File: src/hw/evd_pkg.sv
// evd_pkg: constants, states and carriers for the exception dispatch unit
// assumes a 32-bit core with a 32-bit longword memory port
package evd_pkg;

	// vector numbers
	localparam logic [7:0] VEC_PON_PC    = 8'h00;
	localparam logic [7:0] VEC_PON_SP    = 8'h01;
	localparam logic [7:0] VEC_MAN_PC    = 8'h02;
	localparam logic [7:0] VEC_MAN_SP    = 8'h03;
	localparam logic [7:0] VEC_GEN_ILL   = 8'h04;
	localparam logic [7:0] VEC_SLOT_ILL  = 8'h06;
	localparam logic [7:0] VEC_CPU_AERR  = 8'h09;
	localparam logic [7:0] VEC_XFER_AERR = 8'h0a;
	localparam logic [7:0] VEC_NMI       = 8'h0b;
	localparam logic [7:0] VEC_UBRK      = 8'h0c;
	localparam logic [7:0] VEC_TRAP_LO   = 8'h20;
	localparam logic [7:0] VEC_TRAP_HI   = 8'h3f;
	localparam logic [7:0] VEC_IRQ_BASE  = 8'h40;
	localparam logic [7:0] VEC_RSV_LO    = 8'h44;
	localparam logic [7:0] VEC_RSV_HI    = 8'h47;
	localparam logic [7:0] VEC_PERI_LO   = 8'h48;
	localparam logic [7:0] VEC_PERI_HI   = 8'hff;

	// status word layout and reset values
	localparam int         MASK_LSB      = 4;
	localparam logic [3:0] MASK_RESET    = 4'hf;
	localparam logic [31:0] VBR_RESET    = 32'h0000_0000;
	localparam logic [31:0] SP_STEP      = 32'h0000_0004;

	typedef enum logic [3:0] {
		ST_IDLE   = 4'b0000,
		ST_RFETCH = 4'b0001,
		ST_RSP    = 4'b0010,
		ST_RDONE  = 4'b0011,
		ST_PUSHSR = 4'b0100,
		ST_PUSHPC = 4'b0101,
		ST_VFETCH = 4'b0110,
		ST_DONE   = 4'b0111
	} evd_state_e;

	// memory request carrier
	typedef struct packed {
		logic        req;
		logic        wr;
		logic [31:0] addr;
		logic [31:0] wdata;
	} evd_mreq_s;

	// instruction-side event carrier
	typedef struct packed {
		logic       boundary;
		logic       undef_op;
		logic       pc_write_op;
		logic       in_slot;
		logic       trap_exec;
		logic [7:0] trap_imm;
	} evd_dec_s;

endpackage

File: src/hw/evd_dispatch.sv
// evd_dispatch: exception sequencing, vector address generation, state save
// assumes memory answers each request with one-cycle MEM_ACK, level inputs
`timescale 1ns/10ps
`default_nettype none
module evd_dispatch
	import evd_pkg::*;
(
	// clock and reset
	input  wire logic                MCLK,
	input  wire logic                SYS_RST,
	input  wire logic                CLK_EN,
	// reset pins, watchdog
	input  wire logic                POWER_ON_RESET_PIN,
	input  wire logic                MANUAL_RESET_PIN,
	input  wire logic                WATCHDOG_OVERFLOW_SOURCE,
	// address errors and interrupts
	input  wire logic                CPU_ADDR_ERR,
	input  wire logic                XFER_ADDR_ERR,
	input  wire logic                INT_REQ,
	input  wire logic [7:0]          INT_VEC,
	input  wire logic [3:0]          INT_LEVEL,
	// decoder
	input  wire evd_pkg::evd_dec_s   DEC,
	// core state
	input  wire logic [31:0]         STATUS_WORD_IN,
	input  wire logic [31:0]         STACK_POINTER_GPR_IN,
	input  wire logic [31:0]         PC_IN,
	// memory port
	output evd_pkg::evd_mreq_s       MEM,
	input  wire logic                MEM_ACK,
	input  wire logic [31:0]         MEM_RDATA,
	// core updates
	output logic                     BUSY,
	output logic                     PC_LOAD,
	output logic [31:0]              PC_OUT,
	output logic                     SP_LOAD,
	output logic [31:0]              SP_OUT,
	output logic                     SR_LOAD,
	output logic [31:0]              SR_OUT,
	output logic [31:0]              VECTOR_BASE_REGISTER,
	input  wire logic                VBR_LOAD_IN,
	input  wire logic [31:0]         VBR_WDATA,
	output logic                     TAKEN,
	output logic [7:0]               TAKEN_VEC
);

	evd_state_e  state_r, state_nxt;
	logic [2:0]  pon_sy_r, man_sy_r;
	logic        pon_lvl_r, man_lvl_r;
	logic        pon_pend_r, man_pend_r, manual_r;
	logic [7:0]  vec_r;
	logic        is_int_r;
	logic [3:0]  lvl_r;
	logic [31:0] sp_r, sr_r, pc_r, vbr_r;
	evd_mreq_s   mem_r;
	logic        pc_load_r, sp_load_r, sr_load_r, taken_r;
	logic [31:0] pc_out_r, sp_out_r, sr_out_r;

	// three-stage sync; a change counts once stages two and three agree
	wire pon_agree = pon_sy_r[1] == pon_sy_r[2];
	wire man_agree = man_sy_r[1] == man_sy_r[2];
	wire pon_rise  = pon_agree && pon_sy_r[2] && !pon_lvl_r;
	wire man_rise  = man_agree && man_sy_r[2] && !man_lvl_r;
	wire pon_evt   = pon_rise || WATCHDOG_OVERFLOW_SOURCE;

	// non-reset sources, fixed priority
	wire aerr_any  = CPU_ADDR_ERR || XFER_ADDR_ERR;
	wire gen_ill   = DEC.undef_op && !DEC.in_slot;
	wire slot_ill  = DEC.in_slot && (DEC.undef_op || DEC.pc_write_op);
	wire boundary  = DEC.boundary;
	wire take_aerr = boundary && aerr_any;
	wire take_int  = boundary && !aerr_any && INT_REQ;
	wire trap_go   = DEC.trap_exec;
	wire take_ins  = !take_aerr && !take_int && (trap_go || gen_ill || slot_ill);
	wire take_any  = take_aerr || take_int || take_ins;

	// trap immediates folded into the user range; out-of-range values wrap
	wire [7:0] trap_vec = VEC_TRAP_LO | {3'b000, DEC.trap_imm[4:0]};
	wire [7:0] aerr_vec = CPU_ADDR_ERR ? VEC_CPU_AERR : VEC_XFER_AERR;
	// reserved irq slots are not screened out; irq vector passes as given
	wire [7:0] int_vec  = INT_VEC;
	wire [7:0] ins_vec  = slot_ill ? VEC_SLOT_ILL
		: (gen_ill ? VEC_GEN_ILL : trap_vec);
	wire [7:0] sel_vec  = take_aerr ? aerr_vec : (take_int ? int_vec : ins_vec);

	wire [31:0] vec_off    = {22'h0, vec_r, 2'b00};
	wire [31:0] handler_a  = vbr_r + vec_off;
	// launch edge picks the slot pair before manual_r itself is written
	wire        rst_launch = state_nxt == ST_RFETCH && state_r != ST_RFETCH;
	wire        man_sel    = rst_launch ? !(pon_pend_r || pon_evt) : manual_r;
	wire [31:0] rst_pc_a   = {22'h0, man_sel ? VEC_MAN_PC : VEC_PON_PC, 2'b00};
	wire [31:0] rst_sp_a   = {22'h0, man_sel ? VEC_MAN_SP : VEC_PON_SP, 2'b00};
	wire [31:0] sp_dec     = sp_r - SP_STEP;
	// sp_r has stepped once while the pc push waits; the address must not move
	wire [31:0] pc_push_a  = state_r == ST_PUSHPC ? sp_dec : sp_dec - SP_STEP;
	wire [31:0] sr_masked  = {sr_r[31:MASK_LSB+4], lvl_r, sr_r[MASK_LSB-1:0]};

	always_comb
	begin
		state_nxt = state_r;
		unique case (state_r)
			ST_IDLE:   if (take_any) state_nxt = ST_PUSHSR;
			ST_RFETCH: if (MEM_ACK) state_nxt = ST_RSP;
			ST_RSP:    if (MEM_ACK) state_nxt = ST_RDONE;
			ST_RDONE:  state_nxt = ST_IDLE;
			ST_PUSHSR: if (MEM_ACK) state_nxt = ST_PUSHPC;
			ST_PUSHPC: if (MEM_ACK) state_nxt = ST_VFETCH;
			ST_VFETCH: if (MEM_ACK) state_nxt = ST_DONE;
			ST_DONE:   state_nxt = ST_IDLE;
			default:   state_nxt = ST_IDLE;
		endcase
		if (pon_pend_r || man_pend_r || pon_evt || man_rise)
		begin
			if (state_r == ST_IDLE || state_r == ST_DONE || state_r == ST_RDONE)
				state_nxt = ST_RFETCH;
		end
	end

	always_ff @(posedge MCLK)
	begin
		if (SYS_RST)
		begin
			state_r    <= ST_IDLE;
			pon_sy_r   <= 3'b000;
			man_sy_r   <= 3'b000;
			pon_lvl_r  <= 1'b0;
			man_lvl_r  <= 1'b0;
			pon_pend_r <= 1'b0;
			man_pend_r <= 1'b0;
			manual_r   <= 1'b0;
			vec_r      <= 8'h00;
			is_int_r   <= 1'b0;
			lvl_r      <= 4'h0;
			sp_r       <= 32'h0;
			sr_r       <= 32'h0;
			pc_r       <= 32'h0;
			vbr_r      <= VBR_RESET;
		end
		else if (CLK_EN)
		begin
			state_r  <= state_nxt;
			pon_sy_r <= {pon_sy_r[1:0], POWER_ON_RESET_PIN};
			man_sy_r <= {man_sy_r[1:0], MANUAL_RESET_PIN};
			if (pon_agree)
				pon_lvl_r <= pon_sy_r[2];
			if (man_agree)
				man_lvl_r <= man_sy_r[2];
			// pending reset held until the reset sequence launches
			if (state_nxt == ST_RFETCH && state_r != ST_RFETCH)
			begin
				manual_r   <= !(pon_pend_r || pon_evt);
				pon_pend_r <= 1'b0;
				man_pend_r <= 1'b0;
			end
			else
			begin
				pon_pend_r <= pon_pend_r || pon_evt;
				man_pend_r <= man_pend_r || man_rise;
			end
			if (state_r == ST_IDLE && take_any && state_nxt == ST_PUSHSR)
			begin
				vec_r    <= sel_vec;
				is_int_r <= take_int;
				lvl_r    <= take_int ? INT_LEVEL : STATUS_WORD_IN[MASK_LSB+3:MASK_LSB];
				sp_r     <= STACK_POINTER_GPR_IN;
				sr_r     <= STATUS_WORD_IN;
				pc_r     <= PC_IN;
			end
			if (MEM_ACK && (state_r == ST_PUSHSR || state_r == ST_PUSHPC))
				sp_r <= sp_dec;
			if (state_r == ST_RFETCH && MEM_ACK)
				vbr_r <= VBR_RESET;
			else if (VBR_LOAD_IN && state_r == ST_IDLE)
				vbr_r <= VBR_WDATA;
		end
	end

	// memory request and core-update outputs, registered
	always_ff @(posedge MCLK)
	begin
		if (SYS_RST)
		begin
			mem_r     <= '0;
			pc_load_r <= 1'b0;
			sp_load_r <= 1'b0;
			sr_load_r <= 1'b0;
			taken_r   <= 1'b0;
			pc_out_r  <= 32'h0;
			sp_out_r  <= 32'h0;
			sr_out_r  <= 32'h0;
		end
		else if (CLK_EN)
		begin
			pc_load_r <= 1'b0;
			sp_load_r <= 1'b0;
			sr_load_r <= 1'b0;
			taken_r   <= state_r == ST_IDLE && state_nxt == ST_PUSHSR;
			mem_r.req <= 1'b0;
			mem_r.wr  <= 1'b0;
			unique case (state_nxt)
				ST_RFETCH:
				begin
					mem_r.req  <= 1'b1;
					mem_r.addr <= rst_pc_a;
				end
				ST_RSP:
				begin
					mem_r.req  <= 1'b1;
					mem_r.addr <= rst_sp_a;
				end
				ST_PUSHSR:
				begin
					mem_r.req   <= 1'b1;
					mem_r.wr    <= 1'b1;
					mem_r.addr  <= (state_r == ST_IDLE ? STACK_POINTER_GPR_IN : sp_r) - SP_STEP;
					mem_r.wdata <= state_r == ST_IDLE ? STATUS_WORD_IN : sr_r;
				end
				ST_PUSHPC:
				begin
					mem_r.req   <= 1'b1;
					mem_r.wr    <= 1'b1;
					mem_r.addr  <= pc_push_a;
					mem_r.wdata <= pc_r;
				end
				ST_VFETCH:
				begin
					mem_r.req  <= 1'b1;
					mem_r.addr <= handler_a;
				end
				default:
				begin
					mem_r.req <= 1'b0;
				end
			endcase
			if (state_r == ST_RFETCH && MEM_ACK)
			begin
				pc_load_r <= 1'b1;
				pc_out_r  <= MEM_RDATA;
				sr_load_r <= 1'b1;
				sr_out_r  <= {STATUS_WORD_IN[31:MASK_LSB+4], MASK_RESET,
					STATUS_WORD_IN[MASK_LSB-1:0]};
			end
			if (state_r == ST_RSP && MEM_ACK)
			begin
				sp_load_r <= 1'b1;
				sp_out_r  <= MEM_RDATA;
			end
			if (state_r == ST_PUSHPC && MEM_ACK)
			begin
				sp_load_r <= 1'b1;
				sp_out_r  <= sp_dec;
				sr_load_r <= 1'b1;
				// of the stacked exceptions only interrupts rewrite the mask; lvl_r holds the old mask otherwise
				sr_out_r  <= is_int_r ? sr_masked : sr_r;
			end
			if (state_r == ST_VFETCH && MEM_ACK)
			begin
				pc_load_r <= 1'b1;
				pc_out_r  <= MEM_RDATA;
			end
		end
	end

	assign MEM                  = mem_r;
	assign BUSY                 = state_r != ST_IDLE;
	assign PC_LOAD              = pc_load_r;
	assign PC_OUT               = pc_out_r;
	assign SP_LOAD              = sp_load_r;
	assign SP_OUT               = sp_out_r;
	assign SR_LOAD              = sr_load_r;
	assign SR_OUT               = sr_out_r;
	assign VECTOR_BASE_REGISTER = vbr_r;
	assign TAKEN                = taken_r;
	assign TAKEN_VEC            = vec_r;

	slot_vec_a: assert property (@(posedge MCLK) disable iff (SYS_RST)
		(CLK_EN && state_r == ST_IDLE && take_ins && slot_ill && state_nxt == ST_PUSHSR)
		|=> vec_r == VEC_SLOT_ILL)
		else $error("slot illegal vector wrong");
	reset_base_a: assert property (@(posedge MCLK) disable iff (SYS_RST)
		(CLK_EN && state_r == ST_RFETCH && MEM_ACK) |=> vbr_r == 32'h0 && SR_OUT[7:4] == 4'hf)
		else $error("reset did not clear base or set mask");
	push_order_a: assert property (@(posedge MCLK) disable iff (SYS_RST)
		(CLK_EN && state_r == ST_PUSHSR && MEM_ACK) |=> state_r == ST_PUSHPC)
		else $error("status not pushed before pc");
	handler_addr_a: assert property (@(posedge MCLK) disable iff (SYS_RST)
		(state_r == ST_VFETCH && MEM.req) |-> MEM.addr == vbr_r + {22'h0, vec_r, 2'b00})
		else $error("handler address wrong");
	reset_vec_a: assert property (@(posedge MCLK) disable iff (SYS_RST)
		(state_r == ST_RFETCH && MEM.req) |-> MEM.addr == (manual_r ? 32'h8 : 32'h0))
		else $error("reset pc slot wrong");
	mask_keep_a: assert property (@(posedge MCLK) disable iff (SYS_RST)
		(CLK_EN && state_r == ST_PUSHPC && MEM_ACK && !is_int_r) |=> SR_OUT == sr_r)
		else $error("mask changed on non-interrupt");
	aerr_first_a: assert property (@(posedge MCLK) disable iff (SYS_RST)
		(CLK_EN && state_r == ST_IDLE && boundary && aerr_any && state_nxt == ST_PUSHSR)
		|=> vec_r == $past(aerr_vec))
		else $error("address error lost priority");
	gen_vec_a: assert property (@(posedge MCLK) disable iff (SYS_RST)
		(CLK_EN && state_r == ST_IDLE && take_ins && gen_ill && !slot_ill
		&& state_nxt == ST_PUSHSR) |=> vec_r == VEC_GEN_ILL)
		else $error("general illegal vector wrong");
	pc_push_addr_a: assert property (@(posedge MCLK) disable iff (SYS_RST)
		(state_r == ST_PUSHPC && MEM.req) |-> MEM.addr == sp_dec)
		else $error("pc push address moved");
	req_hold_a: assert property (@(posedge MCLK) disable iff (SYS_RST)
		(CLK_EN && MEM.req && !MEM_ACK) |=> MEM.req && $stable(MEM.addr)
		&& $stable(MEM.wdata) && $stable(MEM.wr))
		else $error("memory request dropped before ack");
	int_mask_a: assert property (@(posedge MCLK) disable iff (SYS_RST)
		(CLK_EN && state_r == ST_PUSHPC && MEM_ACK && is_int_r)
		|=> SR_LOAD && SR_OUT[MASK_LSB+:4] == lvl_r)
		else $error("interrupt level not loaded into mask");
	trap_range_a: assert property (@(posedge MCLK) disable iff (SYS_RST)
		(CLK_EN && state_r == ST_IDLE && take_ins && trap_go && !gen_ill && !slot_ill
		&& state_nxt == ST_PUSHSR) |=> vec_r >= VEC_TRAP_LO && vec_r <= VEC_TRAP_HI)
		else $error("trap vector outside user range");
	handler_jump_a: assert property (@(posedge MCLK) disable iff (SYS_RST)
		(CLK_EN && state_r == ST_VFETCH && MEM_ACK) |=> PC_LOAD && PC_OUT == $past(MEM_RDATA))
		else $error("handler address not loaded");

endmodule
`default_nettype wire

File: config.mk
export PLATFORM = sky130hd
export DESIGN_NAME = evd_dispatch
export DESIGN_NICKNAME = d
export VERILOG_FILES = /design/src/hw/evd_pkg.sv /design/src/hw/evd_dispatch.sv
export SDC_FILE = /design/constraint.sdc
export NUM_CORES = 1
export LEC_CHECK = 0
export BUFFER_PORTS_ARGS = -buffer_cell sky130_fd_sc_hd__buf_2
export CELL_PAD_IN_SITES_DETAIL_PLACEMENT = 2
export CELL_PAD_IN_SITES_GLOBAL_PLACEMENT = 2
export CORE_UTILIZATION = 27
export CTS_CLUSTER_DIAMETER = 100
export DETAILED_ROUTE_END_ITERATION = 7
export PLACE_DENSITY = 0.75
export SYNTH_ARGS = -nofsm -noshare
export SYNTH_HDL_FRONTEND = slang
export SYNTH_SLANG_ARGS = --single-unit
File: constraint.sdc
create_clock -name MCLK -period 4.2 [get_ports MCLK]
set_input_delay 0.84 -clock MCLK [delete_from_list [all_inputs] [get_ports MCLK]]
set_output_delay 0.84 -clock MCLK [all_outputs]
set_load 0.05 [all_outputs]
==> summary.txt <==
Run status
  • Outcome: complete, no violations

Min path
  • Min-Delay Path Class: flop to flop
  • WHS Path Cells: 2

Die
  • Core area: between 60000 and 70000 µm²
  • Die area: ~64000 µm²
  • Die Ht: approximately 250 µm
  • Row cnt: 91
  • Ports: 403
  • Die span in x: 253 µm
  • Initial core utilization: 0.275

Route
  • Drt pass-1 iters: 5
  • Vias per Instance: around 5.3
  • DR DRC count: 0
  • 1st-iter DRT viols: 955
  • Routed WL: 78900 µm
  • Final ANT Viol Nets: 0
  • Vias: 18509
  • Drt wl/cell: 22.6 µm

Yosys
  • Seq cells post-synth: 322
  • Post-synth EDFFs: 0
  • Main area contributors after synthesis: dfxtp_1 (38%), nand2_1 (9.6%), a21oi_1 (7.9%)
  • Synth async-reset ratio: 0
  • Top-area cell type share of the netlist area: 0.378
  • Syn_nets: 2493
  • Syn_area_per_cell: 7.47 µm²
  • Yosys warnings: 0
  • Seq/Total Area, Yosys: 0.378
  • Most frequent cells after synthesis: nand2_1 (437), dfxtp_1 (322), nor2_1 (310)
  • Synth Flop Type: dfxtp_1
  • Count of cell types in the netlist: 82
  • Synthesized cell area: 17000 µm²
  • Syn Inst Count: 2283
  • Count leader, synth: nand2_1
  • Dominant cell type by area after synthesis: dfxtp_1

Clock network
  • Clock transition at path regs: 60 ps
  • Clock sinks: ~320
  • CTS Hold Buffers Added: 0
  • CTS root buffer: clkbuf_16
  • Max H-tree Level: 2
  • Post-CTS setup buffers: 0
  • Resize count post-CTS: 0
  • Worst-Skew Late Latency: ~580 ps
  • TritonCTS clock tree: yes
  • Total CTS buffers: 42
  • Clock Path Buffers: 3

STA
  • Worst slew pin tran: 1150 ps
  • Final period util: 0.935
  • Final hold vios: 0
  • Fin Setup TNS: 0 ps
  • Worst rel slew slack: 0.234
  • Setup-failing EPs final: 0
  • RSZ-0062 raised after global routing: false
  • Pins Over Slew Limit: 0
  • Final min period: around 3900 ps
  • Final Skew: 20.2 ps
  • F_max: 255 MHz
  • Setup WS post-layout: about 270 ps

Setup path
  • Crit path DAT: 4330 ps
  • Register-to-Register Path Depth: 10
  • Crit path max fanout: 13
  • CP endpoint kind: flop
  • Worst EP required: around 4600 ps
  • Crit. path cell count: 10
  • Cell mode on critical path: nand3_1
  • CP startpoint kind: flop
  • Slowest stage cell on the critical path: or3b_2
  • Crit path kind: flop to flop
  • CP max stage delay: between 500 and 600 ps
  • Crit-path cells: inv_1 -> ha_1 -> or3b_2 -> o32a_1 -> a2111oi_4 -> nand3_1 -> or2_2 -> or4_1 -> nand3_1 -> a211oi_1
  • CP top delay family: simple AND/OR/NAND/NOR gates
  • Critical path buffers and inverters: 1

Placed design
  • I/O Buffers: between 300 and 400
  • GP Congestion: 0.880
  • Place WS: 342 ps
  • HPWL Detailed: 57800 µm

Final layout
  • Layout cells sized above 1: 0.223
  • Final #Nets: 2817
  • Area delta synth->final: 25.3%

Power and ir drop
  • Power per cell area: 460 nW/µm²
  • LEAKAGE: 8.58 nW
  • Worst IR drop on VDD: 0.228 mV

Global routing
  • Tot GR Track Use: 0.241
  • First-pass GRT wire length: around 120000 µm
  • Initial antenna violation count: 12
  • Largest net degree at the start of global routing: about 140
  • Grt ovf: 0
  • Vias in the first global route: 19732

Run
  • Max Cap Viol: 0
state kept, by name, indices dropped and copies added, names as in the netlist, 3 cells and up:
name                  count
MEM                      66
PC_OUT                   32
SP_OUT                   32
SR_OUT                   32
VECTOR_BASE_REGISTER     32
pc_r                     32
sp_r                     32
sr_r                     32
TAKEN_VEC                 8
lvl_r                     4
state_r                   4
man_sy_r                  3
pon_sy_r                  3
final cells by class:
type	instances	area, µm²
tap	837	1050
timing repair buffer	475	2650
fill	7336	40700
sequential	322	6450
clock inverter	15	160
multi-input combinational	1751	9710
inverter	15	56.3
antenna	7	17.5
clock buffer	62	1270
stage by stage:
step            util  power (mW)  instance area (µm²)  hold WS [ps]  std cells
3_5_place_dp   0.321        6.12                19900           448       3400
4_1_cts        0.344        9.92                21300           456       3477
2_1_floorplan      -        5.08                17000           436       2283
3_3_place_gp   0.321        6.03                19900           440       3400
6_report       0.344        9.82                21400           453       3484
5_1_grt        0.344        10.2                21400           473       3484
worst min-delay path, cell delays in order (launching register included):
cell     delay, ps
dfxtp_1        300
nand2_1         50
a21oi_1         50
worst paths after layout:
| path | startpoint | endpoint | slack, ps |
|---|---|---|---|
| setup / recovery | sp_r[2] | MEM[55] | 270 |
| hold reg to reg | MEM[15] | MEM[15] | 450 |
| setup reg to reg | sp_r[2] | MEM[55] | 270 |
| hold / removal | MEM[15] | MEM[15] | 450 |
metal layers:
layer	vias up	share of wire	global-route usage
met4	8	0.024	0.0663
li1	8684	-	-
met5	-	0.00062	0
met3	105	0.044	0.0398
met2	430	0.47	0.399
met1	9282	0.46	0.321
cells in the final DEF (no fill, tap or decap), types with 35 or more instances in the layout:
master and instances:
a211oi_1 53, nor3_1 54, nand2_1 436, xor2_1 38
nand3_1 54, buf_4 70, buf_2 398, clkbuf_16 43
a21oi_1 266, nor2_1 308, mux2i_1 37, o211ai_1 36
o21ai_0 47, xnor2_1 59, a22oi_1 47, a311oi_1 35
dfxtp_1 322
where the power goes:
group / internal, mW / leakage (nW) / switching (mW) / total [mW]
Clock: 2.22 / 0.702 / 1.51 / 3.73
Sequential: 3.19 / 2.61 / 0.126 / 3.31
Combinational: 0.820 / 5.27 / 1.96 / 2.78
kinds of logic after synthesis:
group	Yosys count	share of synthesized area
xor+xnor	97	0.0498
fa+ha+maj	14	0.0107
flops	322	0.378
simple gates	1002	0.257
mux	39	0.0230
compound gates	599	0.225
buf+inv	210	0.0553
Power figures use the tool's default switching activity.
